`config.mk`:
```
export PLATFORM = sky130hd
export DESIGN_NAME = arith_symbol_coder
export DESIGN_NICKNAME = d
export VERILOG_FILES = /design/src/rtl/arith_pkg.sv /design/src/rtl/seq_divider.sv /design/src/rtl/bit_run_emitter.sv /design/src/rtl/arith_symbol_coder.sv
export SDC_FILE = /design/constraint.sdc
export NUM_CORES = 2
export LEC_CHECK = 0
export BUFFER_PORTS_ARGS = -buffer_cell sky130_fd_sc_hd__buf_4
export CELL_PAD_IN_SITES_DETAIL_PLACEMENT = 1
export CELL_PAD_IN_SITES_GLOBAL_PLACEMENT = 1
export CORE_MARGIN = 2
export CORE_UTILIZATION = 46
export DETAILED_ROUTE_END_ITERATION = 8
export PLACE_DENSITY_LB_ADDON = 0.15
export SYNTH_ARGS = -nofsm -noshare
export SYNTH_HDL_FRONTEND = slang
export SYNTH_SLANG_ARGS = --single-unit
```
`constraint.sdc`:
```
create_clock -name mclk_i -period 9.1 [get_ports mclk_i]
set_input_delay 1.365 -clock mclk_i [delete_from_list [all_inputs] [get_ports mclk_i]]
set_output_delay 1.365 -clock mclk_i [all_outputs]
set_load 0.02 [all_outputs]
```
`src/rtl/arith_pkg.sv`:
```
// constants and types shared by the arithmetic symbol coder
package arith_pkg;
    // -------------------------------------------------------------
    // interval thresholds and initial values
    // -------------------------------------------------------------
    localparam logic [15:0] QUARTER_POINT       = 16'h4000;
    localparam logic [15:0] HALF_POINT          = 16'h8000;
    localparam logic [15:0] THREE_QUARTER_POINT = 16'hC000;
    localparam logic [15:0] TOP_VALUE           = 16'hFFFF;
    localparam logic [15:0] LOW_RESET           = 16'h0000;
    localparam logic [15:0] PENDING_RESET       = 16'h0000;
    localparam logic [15:0] CODE_RESET          = 16'h0000;

    // -------------------------------------------------------------
    // counts of cycles and bits
    // -------------------------------------------------------------
    localparam logic [4:0]  INIT_BITS           = 5'h10;
    localparam logic [5:0]  DIV_COUNT           = 6'h21;

    // -------------------------------------------------------------
    // commands from the syntax layer
    // -------------------------------------------------------------
    typedef enum logic [2:0] {
        CMD_ENC_START,
        CMD_ENC_SYMBOL,
        CMD_ENC_FLUSH,
        CMD_DEC_INIT,
        CMD_DEC_SYMBOL
    } cmd_t;

    // renormalisation cases
    typedef enum logic [1:0] {
        NORM_NONE,
        NORM_BELOW,
        NORM_ABOVE,
        NORM_MIDDLE
    } norm_t;

    // sequencer states
    typedef enum logic [3:0] {
        S_IDLE,
        S_RD_TOTAL,
        S_RD_HI,
        S_RD_LO,
        S_DEC_CUM,
        S_DEC_SEARCH,
        S_DIV_HI,
        S_DIV_LO,
        S_ENC_NORM,
        S_EMIT_WAIT,
        S_DEC_NORM,
        S_DEC_BIT,
        S_DEC_FILL
    } state_t;
endpackage

```
`src/rtl/seq_divider.sv`:
```
// serial restoring divider, one quotient bit per cycle
`timescale 1ns/1ns
module seq_divider
    import arith_pkg::*;
(
    input  wire logic        mclk_i,
    input  wire logic        rst_n_i,
    input  wire logic        start_i,
    input  wire logic [32:0] dividend_i,
    input  wire logic [16:0] divisor_i,
    output logic      [32:0] quot_o,
    output logic             done_o
);
    logic [32:0] quot_ff;
    logic [16:0] rem_ff;
    logic [16:0] div_ff;
    logic [5:0]  cnt_ff;
    logic        done_ff;
    logic [17:0] trial;

    // -------------------------------------------------------------
    // shift in one dividend bit per step
    // -------------------------------------------------------------
    assign trial = {rem_ff, quot_ff[32]};

    always_ff @(posedge mclk_i or negedge rst_n_i) begin
        if (!rst_n_i) begin
            quot_ff <= 33'h0;
            rem_ff  <= 17'h0;
            div_ff  <= 17'h0;
            cnt_ff  <= 6'h0;
            done_ff <= 1'b0;
        end else begin
            done_ff <= 1'b0;
            if (start_i) begin
                quot_ff <= dividend_i;
                rem_ff  <= 17'h0;
                div_ff  <= divisor_i;
                cnt_ff  <= DIV_COUNT;
            end else if (cnt_ff != 6'h0) begin
                cnt_ff  <= cnt_ff - 6'h1;
                done_ff <= (cnt_ff == 6'h1);
                if (trial >= {1'b0, div_ff}) begin
                    rem_ff  <= 17'(trial - {1'b0, div_ff});
                    quot_ff <= {quot_ff[31:0], 1'b1};
                end else begin
                    rem_ff  <= trial[16:0];
                    quot_ff <= {quot_ff[31:0], 1'b0};
                end
            end
        end
    end

    assign quot_o = quot_ff;
    assign done_o = done_ff;
endmodule

```
`src/rtl/bit_run_emitter.sv`:
```
// sends one bit then a run of its opposite to the coded-bit fifo
`timescale 1ns/1ns
module bit_run_emitter (
    input  wire logic        mclk_i,
    input  wire logic        rst_n_i,
    input  wire logic        start_i,
    input  wire logic        first_bit_i,
    input  wire logic [15:0] count_i,
    input  wire logic        ready_i,
    output logic             bit_o,
    output logic             valid_o,
    output logic             done_o
);
    logic        bit_ff;
    logic        valid_ff;
    logic        first_ff;
    logic        done_ff;
    logic [15:0] left_ff;

    // -------------------------------------------------------------
    // bit holds until the fifo takes it
    // -------------------------------------------------------------
    always_ff @(posedge mclk_i or negedge rst_n_i) begin
        if (!rst_n_i) begin
            bit_ff   <= 1'b0;
            valid_ff <= 1'b0;
            first_ff <= 1'b0;
            done_ff  <= 1'b0;
            left_ff  <= 16'h0;
        end else begin
            done_ff <= 1'b0;
            if (start_i) begin
                bit_ff   <= first_bit_i;
                first_ff <= first_bit_i;
                left_ff  <= count_i;
                valid_ff <= 1'b1;
            end else if (valid_ff && ready_i) begin
                if (left_ff == 16'h0) begin
                    valid_ff <= 1'b0;
                    done_ff  <= 1'b1;
                end else begin
                    bit_ff  <= ~first_ff;
                    left_ff <= left_ff - 16'h1;
                end
            end
        end
    end

    assign bit_o   = bit_ff;
    assign valid_o = valid_ff;
    assign done_o  = done_ff;
endmodule

```
`src/rtl/arith_symbol_coder.sv`:
```
// arithmetic symbol encoder and decoder with model and bit ports
`timescale 1ns/1ns
module arith_symbol_coder
    import arith_pkg::*;
(
    input  wire logic        mclk_i,
    input  wire logic        rst_n_i,
    input  wire logic        syntax_arith_coding_mode_i,
    input  wire logic        cmd_valid_i,
    input  wire cmd_t        cmd_i,
    input  wire logic [7:0]  index_i,
    output logic      [7:0]  model_addr_o,
    input  wire logic [15:0] model_data_i,
    output logic             enc_bit_o,
    output logic             enc_bit_valid_o,
    input  wire logic        enc_bit_ready_i,
    input  wire logic        dec_bit_i,
    input  wire logic        dec_bit_valid_i,
    output logic             dec_bit_ready_o,
    output logic      [7:0]  dec_index_o,
    output logic             busy_o,
    output logic             done_o
);
    state_t      state_ff;
    state_t      nxt_state;
    logic [15:0] low_ff;
    logic [15:0] high_ff;
    logic [15:0] code_ff;
    logic [15:0] pending_ff;
    logic [16:0] span_ff;
    logic [15:0] total_ff;
    logic [15:0] f_hi_ff;
    logic [15:0] f_lo_ff;
    logic [15:0] prev_ff;
    logic [15:0] cum_ff;
    logic [7:0]  idx_ff;
    logic [7:0]  addr_ff;
    logic [7:0]  dec_index_ff;
    logic [4:0]  fill_ff;
    logic        is_dec_ff;
    logic        flush_ff;
    logic        busy_ff;
    logic        done_ff;
    logic        ready_ff;
    logic        div_start_ff;
    logic        emit_start_ff;
    logic        emit_first_ff;
    logic [15:0] emit_cnt_ff;
    logic        accept;
    logic        take;
    logic        div_done;
    logic        emit_done;
    logic [32:0] quot;
    logic [32:0] dividend;
    logic [16:0] divisor;
    logic [15:0] mul_f;
    logic [16:0] offset;
    norm_t       ncase;
    logic [15:0] sub;

    // -------------------------------------------------------------
    // renormalisation helpers
    // -------------------------------------------------------------
    function automatic norm_t norm_case(input logic [15:0] lo, input logic [15:0] hi);
        if (hi < HALF_POINT)
            return NORM_BELOW;
        else if (lo >= HALF_POINT)
            return NORM_ABOVE;
        else if (lo >= QUARTER_POINT && hi < THREE_QUARTER_POINT)
            return NORM_MIDDLE;
        else
            return NORM_NONE;
    endfunction

    function automatic logic [15:0] sub_shl(input logic [15:0] v, input logic [15:0] s);
        logic [15:0] d;
        d = v - s;
        return {d[14:0], 1'b0};
    endfunction

    // commands only while idle and the mode is on
    assign accept    = (state_ff == S_IDLE) && cmd_valid_i && syntax_arith_coding_mode_i;
    assign take      = ready_ff && dec_bit_valid_i;
    assign ncase     = norm_case(low_ff, high_ff);
    assign sub       = (ncase == NORM_ABOVE) ? HALF_POINT :
                       (ncase == NORM_MIDDLE) ? QUARTER_POINT : 16'h0;
    assign offset    = 17'({1'b0, code_ff} - {1'b0, low_ff} + 17'h1);

    // -------------------------------------------------------------
    // shared divider: target count or span-times-frequency
    // -------------------------------------------------------------
    assign mul_f    = (state_ff == S_DIV_HI) ? f_hi_ff : f_lo_ff;
    assign divisor  = (state_ff == S_DEC_CUM) ? span_ff : {1'b0, total_ff};
    always_comb begin
        if (state_ff == S_DEC_CUM)
            dividend = 33'(offset * total_ff) - 33'h1;
        else
            dividend = 33'(span_ff * mul_f);
    end

    seq_divider u_div (
        .mclk_i     (mclk_i),
        .rst_n_i    (rst_n_i),
        .start_i    (div_start_ff),
        .dividend_i (dividend),
        .divisor_i  (divisor),
        .quot_o     (quot),
        .done_o     (div_done)
    );

    bit_run_emitter u_emit (
        .mclk_i      (mclk_i),
        .rst_n_i     (rst_n_i),
        .start_i     (emit_start_ff),
        .first_bit_i (emit_first_ff),
        .count_i     (emit_cnt_ff),
        .ready_i     (enc_bit_ready_i),
        .bit_o       (enc_bit_o),
        .valid_o     (enc_bit_valid_o),
        .done_o      (emit_done)
    );

    // -------------------------------------------------------------
    // sequencer
    // -------------------------------------------------------------
    always_comb begin
        nxt_state = state_ff;
        case (state_ff)
            S_IDLE: begin
                if (accept) begin
                    case (cmd_i)
                        CMD_ENC_SYMBOL: nxt_state = S_RD_TOTAL;
                        CMD_DEC_SYMBOL: nxt_state = S_RD_TOTAL;
                        CMD_ENC_FLUSH:  nxt_state = S_EMIT_WAIT;
                        CMD_DEC_INIT:   nxt_state = S_DEC_FILL;
                        default:        nxt_state = S_IDLE;
                    endcase
                end
            end
            S_RD_TOTAL:   nxt_state = is_dec_ff ? S_DEC_CUM : S_RD_HI;
            S_RD_HI:      nxt_state = S_RD_LO;
            S_RD_LO:      nxt_state = S_DIV_HI;
            S_DEC_CUM:    if (div_done) nxt_state = S_DEC_SEARCH;
            S_DEC_SEARCH: if (model_data_i <= cum_ff) nxt_state = S_DIV_HI;
            S_DIV_HI:     if (div_done) nxt_state = S_DIV_LO;
            S_DIV_LO: begin
                if (div_done)
                    nxt_state = is_dec_ff ? S_DEC_NORM : S_ENC_NORM;
            end
            S_ENC_NORM: begin
                if (ncase == NORM_NONE)
                    nxt_state = S_IDLE;
                else if (ncase != NORM_MIDDLE)
                    nxt_state = S_EMIT_WAIT;
            end
            S_EMIT_WAIT: if (emit_done) nxt_state = flush_ff ? S_IDLE : S_ENC_NORM;
            S_DEC_NORM:  nxt_state = (ncase == NORM_NONE) ? S_IDLE : S_DEC_BIT;
            S_DEC_BIT:   if (take) nxt_state = S_DEC_NORM;
            S_DEC_FILL:  if (take && fill_ff == 5'h1) nxt_state = S_IDLE;
            default:     nxt_state = S_IDLE;
        endcase
    end

    // state, status and result
    always_ff @(posedge mclk_i or negedge rst_n_i) begin
        if (!rst_n_i) begin
            state_ff     <= S_IDLE;
            busy_ff      <= 1'b0;
            done_ff      <= 1'b0;
            is_dec_ff    <= 1'b0;
            flush_ff     <= 1'b0;
            dec_index_ff <= 8'h0;
        end else begin
            state_ff <= nxt_state;
            busy_ff  <= (nxt_state != S_IDLE);
            done_ff  <= ((state_ff != S_IDLE) && (nxt_state == S_IDLE)) ||
                        (accept && cmd_i == CMD_ENC_START);
            if (accept) begin
                is_dec_ff <= (cmd_i == CMD_DEC_SYMBOL);
                flush_ff  <= (cmd_i == CMD_ENC_FLUSH);
            end
            if (state_ff == S_DEC_SEARCH && model_data_i <= cum_ff)
                dec_index_ff <= idx_ff - 8'h1;
        end
    end

    // -------------------------------------------------------------
    // interval, pending count and code window
    // -------------------------------------------------------------
    always_ff @(posedge mclk_i or negedge rst_n_i) begin
        if (!rst_n_i) begin
            low_ff     <= LOW_RESET;
            high_ff    <= TOP_VALUE;
            code_ff    <= CODE_RESET;
            pending_ff <= PENDING_RESET;
            span_ff    <= 17'h0;
        end else begin
            if (accept && (cmd_i == CMD_ENC_START || cmd_i == CMD_ENC_FLUSH)) begin
                low_ff     <= LOW_RESET;
                high_ff    <= TOP_VALUE;
                pending_ff <= PENDING_RESET;
            end
            if (accept && cmd_i == CMD_DEC_INIT) begin
                low_ff  <= LOW_RESET;
                high_ff <= TOP_VALUE;
                code_ff <= CODE_RESET;
            end
            if (state_ff == S_RD_TOTAL)
                span_ff <= 17'({1'b0, high_ff} - {1'b0, low_ff} + 17'h1);
            if (state_ff == S_DIV_HI && div_done)
                high_ff <= low_ff - 16'h1 + quot[15:0];
            if (state_ff == S_DIV_LO && div_done)
                low_ff <= low_ff + quot[15:0];
            if ((state_ff == S_ENC_NORM || state_ff == S_DEC_NORM) && ncase != NORM_NONE) begin
                low_ff  <= sub_shl(low_ff, sub);
                high_ff <= sub_shl(high_ff, sub) | 16'h1;
            end
            if (state_ff == S_ENC_NORM && ncase == NORM_MIDDLE)
                pending_ff <= pending_ff + 16'h1;
            if (state_ff == S_ENC_NORM && (ncase == NORM_BELOW || ncase == NORM_ABOVE))
                pending_ff <= PENDING_RESET;
            if (state_ff == S_DEC_NORM && ncase != NORM_NONE)
                code_ff <= sub_shl(code_ff, sub);
            if (state_ff == S_DEC_BIT && take)
                code_ff <= {code_ff[15:1], dec_bit_i};
            if (state_ff == S_DEC_FILL && take)
                code_ff <= {code_ff[14:0], dec_bit_i};
        end
    end

    // -------------------------------------------------------------
    // model reads and search
    // -------------------------------------------------------------
    always_ff @(posedge mclk_i or negedge rst_n_i) begin
        if (!rst_n_i) begin
            addr_ff  <= 8'h0;
            idx_ff   <= 8'h0;
            total_ff <= 16'h0;
            f_hi_ff  <= 16'h0;
            f_lo_ff  <= 16'h0;
            prev_ff  <= 16'h0;
            cum_ff   <= 16'h0;
        end else begin
            case (state_ff)
                S_IDLE: begin
                    if (accept) begin
                        addr_ff <= 8'h0;
                        idx_ff  <= index_i;
                    end
                end
                S_RD_TOTAL: begin
                    total_ff <= model_data_i;
                    addr_ff  <= idx_ff;
                end
                S_RD_HI: begin
                    f_hi_ff <= model_data_i;
                    addr_ff <= idx_ff + 8'h1;
                end
                S_RD_LO: f_lo_ff <= model_data_i;
                S_DEC_CUM: begin
                    if (div_done) begin
                        cum_ff  <= quot[15:0];
                        addr_ff <= 8'h1;
                        idx_ff  <= 8'h1;
                        prev_ff <= total_ff;
                    end
                end
                S_DEC_SEARCH: begin
                    if (model_data_i <= cum_ff) begin
                        f_hi_ff <= prev_ff;
                        f_lo_ff <= model_data_i;
                    end else begin
                        prev_ff <= model_data_i;
                        idx_ff  <= idx_ff + 8'h1;
                        addr_ff <= idx_ff + 8'h1;
                    end
                end
                default: ;
            endcase
        end
    end

    // -------------------------------------------------------------
    // divider, emitter and bit-fetch handshakes
    // -------------------------------------------------------------
    always_ff @(posedge mclk_i or negedge rst_n_i) begin
        if (!rst_n_i) begin
            div_start_ff  <= 1'b0;
            emit_start_ff <= 1'b0;
            emit_first_ff <= 1'b0;
            emit_cnt_ff   <= 16'h0;
            ready_ff      <= 1'b0;
            fill_ff       <= 5'h0;
        end else begin
            div_start_ff  <= (nxt_state != state_ff) && (nxt_state == S_DEC_CUM ||
                             nxt_state == S_DIV_HI || nxt_state == S_DIV_LO);
            emit_start_ff <= 1'b0;
            ready_ff      <= (nxt_state == S_DEC_BIT) || (nxt_state == S_DEC_FILL);
            if (state_ff == S_ENC_NORM && (ncase == NORM_BELOW || ncase == NORM_ABOVE)) begin
                emit_start_ff <= 1'b1;
                emit_first_ff <= (ncase == NORM_ABOVE);
                emit_cnt_ff   <= pending_ff;
            end
            if (accept && cmd_i == CMD_ENC_FLUSH) begin
                emit_start_ff <= 1'b1;
                emit_first_ff <= (low_ff >= QUARTER_POINT);
                emit_cnt_ff   <= pending_ff + 16'h1;
            end
            if (accept && cmd_i == CMD_DEC_INIT)
                fill_ff <= INIT_BITS;
            else if (state_ff == S_DEC_FILL && take)
                fill_ff <= fill_ff - 5'h1;
        end
    end

    assign model_addr_o    = addr_ff;
    assign dec_bit_ready_o = ready_ff;
    assign dec_index_o     = dec_index_ff;
    assign busy_o          = busy_ff;
    assign done_o          = done_ff;
endmodule

```
==> results.py <==
metrics = {
    "run_status": {
        "status": "complete, no violations",
    },
    "final_layout": {
        "multiInputGateArea_sq_um": 26500,
        "nets": 5161,
        "nFillCells": 9521,
        "layout.area.seq_sq_um": 7830,
        "final_cell_mix": "nand2_1 (758), inv_1 (664), fa_1 (433), ha_1 (366), dfrtp_1 (295)",
        "syn2layout_area_growth_pct": 7.95,
        "finalNonFillerCells": 5418,
        "drive_above_1_share_pct": 7.35,
        "fin_area_sq_um": 40500,
        "layout_commonest_cell": "nand2_1",
    },
    "setup_path": {
        "required_ns": 9.52,
        "crit_path_max_incr_delay_ns": 0.54,
        "startpoint_type": "flip-flop",
        "path_class": "flip-flop to flip-flop",
        "crit_slowest_cell": "fa_1",
        "endpoint_kind": "flip-flop",
        "cp_max_fo": 8,
        "worstPathArrival_ns": 9.13,
        "regToRegSetupSlack_ns": 0.39,
    },
    "clocking": {
        "cts.htree.levels": 2,
        "cts_sinks": 312,
        "cts_root_buf": "clkbuf_16",
        "clkTransAtPathRegs_ns": 0.06,
        "cts_tree": "done",
        "cts_buffer_depth": 3,
        "insertion_delay_ns": 0.58,
        "cts_buffers": 38,
        "ctsHoldBuffers": 0,
    },
    "synth": {
        "syn-num-nets": 5193,
        "yosys_warnings": 0,
        "synthFlopType": "dfrtp_1",
        "avgSynthCellArea_sq_um": 8.61,
        "synth_edf_count": 0,
        "synth_seq_cells": 312,
        "syn-cell-area_sq_um": 37500,
        "synth.distinct_cells": 99,
        "ys_seq_area_share_pct": 20.9,
        "syn-instance-count": 4359,
        "async_reset_ff_share_pct": 100,
    },
    "floorplan": {
        "core_area_sq_um": 80700,
        "io_pins": 55,
        "die_w_um": 290,
        "die_area_sq_um": 83900,
        "initial_utilization_pct": 46.5,
        "die_height_um": 290,
        "fp-row-count": 104,
    },
    "route": {
        "first_pass_iters": 5,
        "drc": 0,
        "vias_per_cell": 5.61,
        "drtIter0Drc": 1622,
        "ant_nets": 0,
        "num_vias": 30406,
        "drt-total-wl_um": 114000,
        "post_drt_wl_per_cell_um": 21.1,
    },
    "grt": {
        "grt_overflow": 0,
        "grt_first_pass_wirelength_um": 185000,
        "antenna_found_initial": 6,
        "grt_max_degree": 158,
        "grt_use_total_pct": 28.2,
        "grt_pass1_vias": 32553,
    },
    "timing": {
        "fin_crit_sh_pct": 95.7,
        "worstMarginPinSlew_ns": 1.16,
        "clock_skew_ns": 0.0339,
        "finalSetupViolCount": 0,
        "slew_headroom_pct": 22.0,
        "finalCriticalPeriod_ns": 8.71,
        "drv_slew": 0,
        "hold_viol": 0,
        "max_freq_mhz": 115,
    },
    "placed_design": {
        "gp_congestion": 0.890,
        "placed_area_sq_um": 39100,
        "hpwl_um": 89900,
        "dp_cells": 5344,
        "port_buffers": 54,
    },
    "worst_hold_path": {
        "hold_path.class": "flip-flop to flip-flop",
    },
    "run": {
        "max_cap_violations": 0,
    },
}
==> sequential cells by signal, indices dropped and copies added, names as in the netlist, 17 cells and up <==
signal        flops
span_ff          17
u_div.div_ff     17
u_div.quot_o     33
u_div.rem_ff     17
==> final cells by class <==
class,instances,share of cell area [%]
diodes,2,0.0124
clock buffers,50,2.71
clock inverters,19,0.574
inverters,665,6.16
multi-input cells,3178,65.4
flip-flops and latches,312,19.3
well taps,1060,3.27
repair buffers,132,2.49
==> worst max-delay path, delay by kind of cell, from the launching register on <==
family	cells	cell delay [ns]
AO/OA/AOI/OAI	11	1.74
adder cells (fa/ha/maj)	10	4.07
XOR/XNOR	2	0.30
flip-flops	1	0.38
buffers and inverters	9	0.71
AND/OR/NAND/NOR	6	1.36
==> through the flow <==
step,worst slack [ns],setup TNS (ns),utilization [%],hold WS (ns)
final,0.391,0,50.2,0.483
after global routing,-0.127,-0.336,50.2,0.515
after CTS,0.251,0,50.1,0.486
after detailed placement,0.274,0,48.5,0.472
after global placement,0.408,0,48.5,0.461
after floorplan,0.568,0,-,0.448
==> cell families after synthesis <==
| kind of cell | count (synthesis) | synth area share (%) |
|---|---|---|
| AND/OR/NAND/NOR | 1463 | 17.9 |
| buffers and inverters | 869 | 8.76 |
| adder cells (fa/ha/maj) | 800 | 35.3 |
| AO/OA/AOI/OAI | 716 | 12.2 |
| flip-flops | 312 | 20.9 |
| XOR/XNOR | 143 | 3.34 |
| multiplexers | 56 | 1.59 |
==> worst paths after layout <==
kind                            depth (start not counted)               end       start
worst max-delay path                                   38  u_div.quot_o[22]  code_ff[1]
worst min-delay path                                    2         cum_ff[2]   cum_ff[2]
worst max register to register                         38  u_div.quot_o[22]  code_ff[1]
worst min register to register                          2         cum_ff[2]   cum_ff[2]
max in group asynchronous                               2      div_start_ff     rst_n_i
min in group asynchronous                               1    u_emit.valid_o     rst_n_i
==> repair_timing <==
action / in CTS / in global routing
buffers inserted: 0 / 3
gates resized for setup: 0 / 15
endpoints found under the setup margin: 0 / 10
hold endpoints to repair: 0 / 0
==> metal layers <==
metal,routed length (um),track usage (%)
met1,52900,39.2
met2,55100,47.8
met3,3980,2.56
met4,2240,6.24
met5,11,0
==> cell usage after synthesis, drive strengths merged, types with 16 or more instances <==
| master | instances | area, sq um |
|---|---|---|
| a211oi | 43 | 333 |
| a21o | 44 | 330 |
| a21oi | 157 | 793 |
| a31oi | 77 | 503 |
| and2 | 147 | 920 |
| and3 | 29 | 181 |
| buf | 22 | 110 |
| clkbuf | 182 | 683 |
| dfrtp | 296 | 7410 |
| dfstp | 16 | 420 |
| fa | 434 | 8690 |
| ha | 366 | 4580 |
| inv | 664 | 2490 |
| mux2 | 30 | 338 |
| mux2i | 26 | 260 |
| nand2 | 760 | 2870 |
| nand2b | 41 | 264 |
| nand3 | 70 | 350 |
| nor2 | 192 | 723 |
| nor2b | 69 | 432 |
| nor3 | 75 | 387 |
| o211ai | 18 | 140 |
| o21ai | 224 | 1140 |
| o31ai | 18 | 135 |
| or3 | 18 | 118 |
| xnor2 | 102 | 893 |
| xor2 | 41 | 359 |
Power is not shown: default switching activity piles up to over one toggle a cycle in this logic, so the estimate is an artifact.
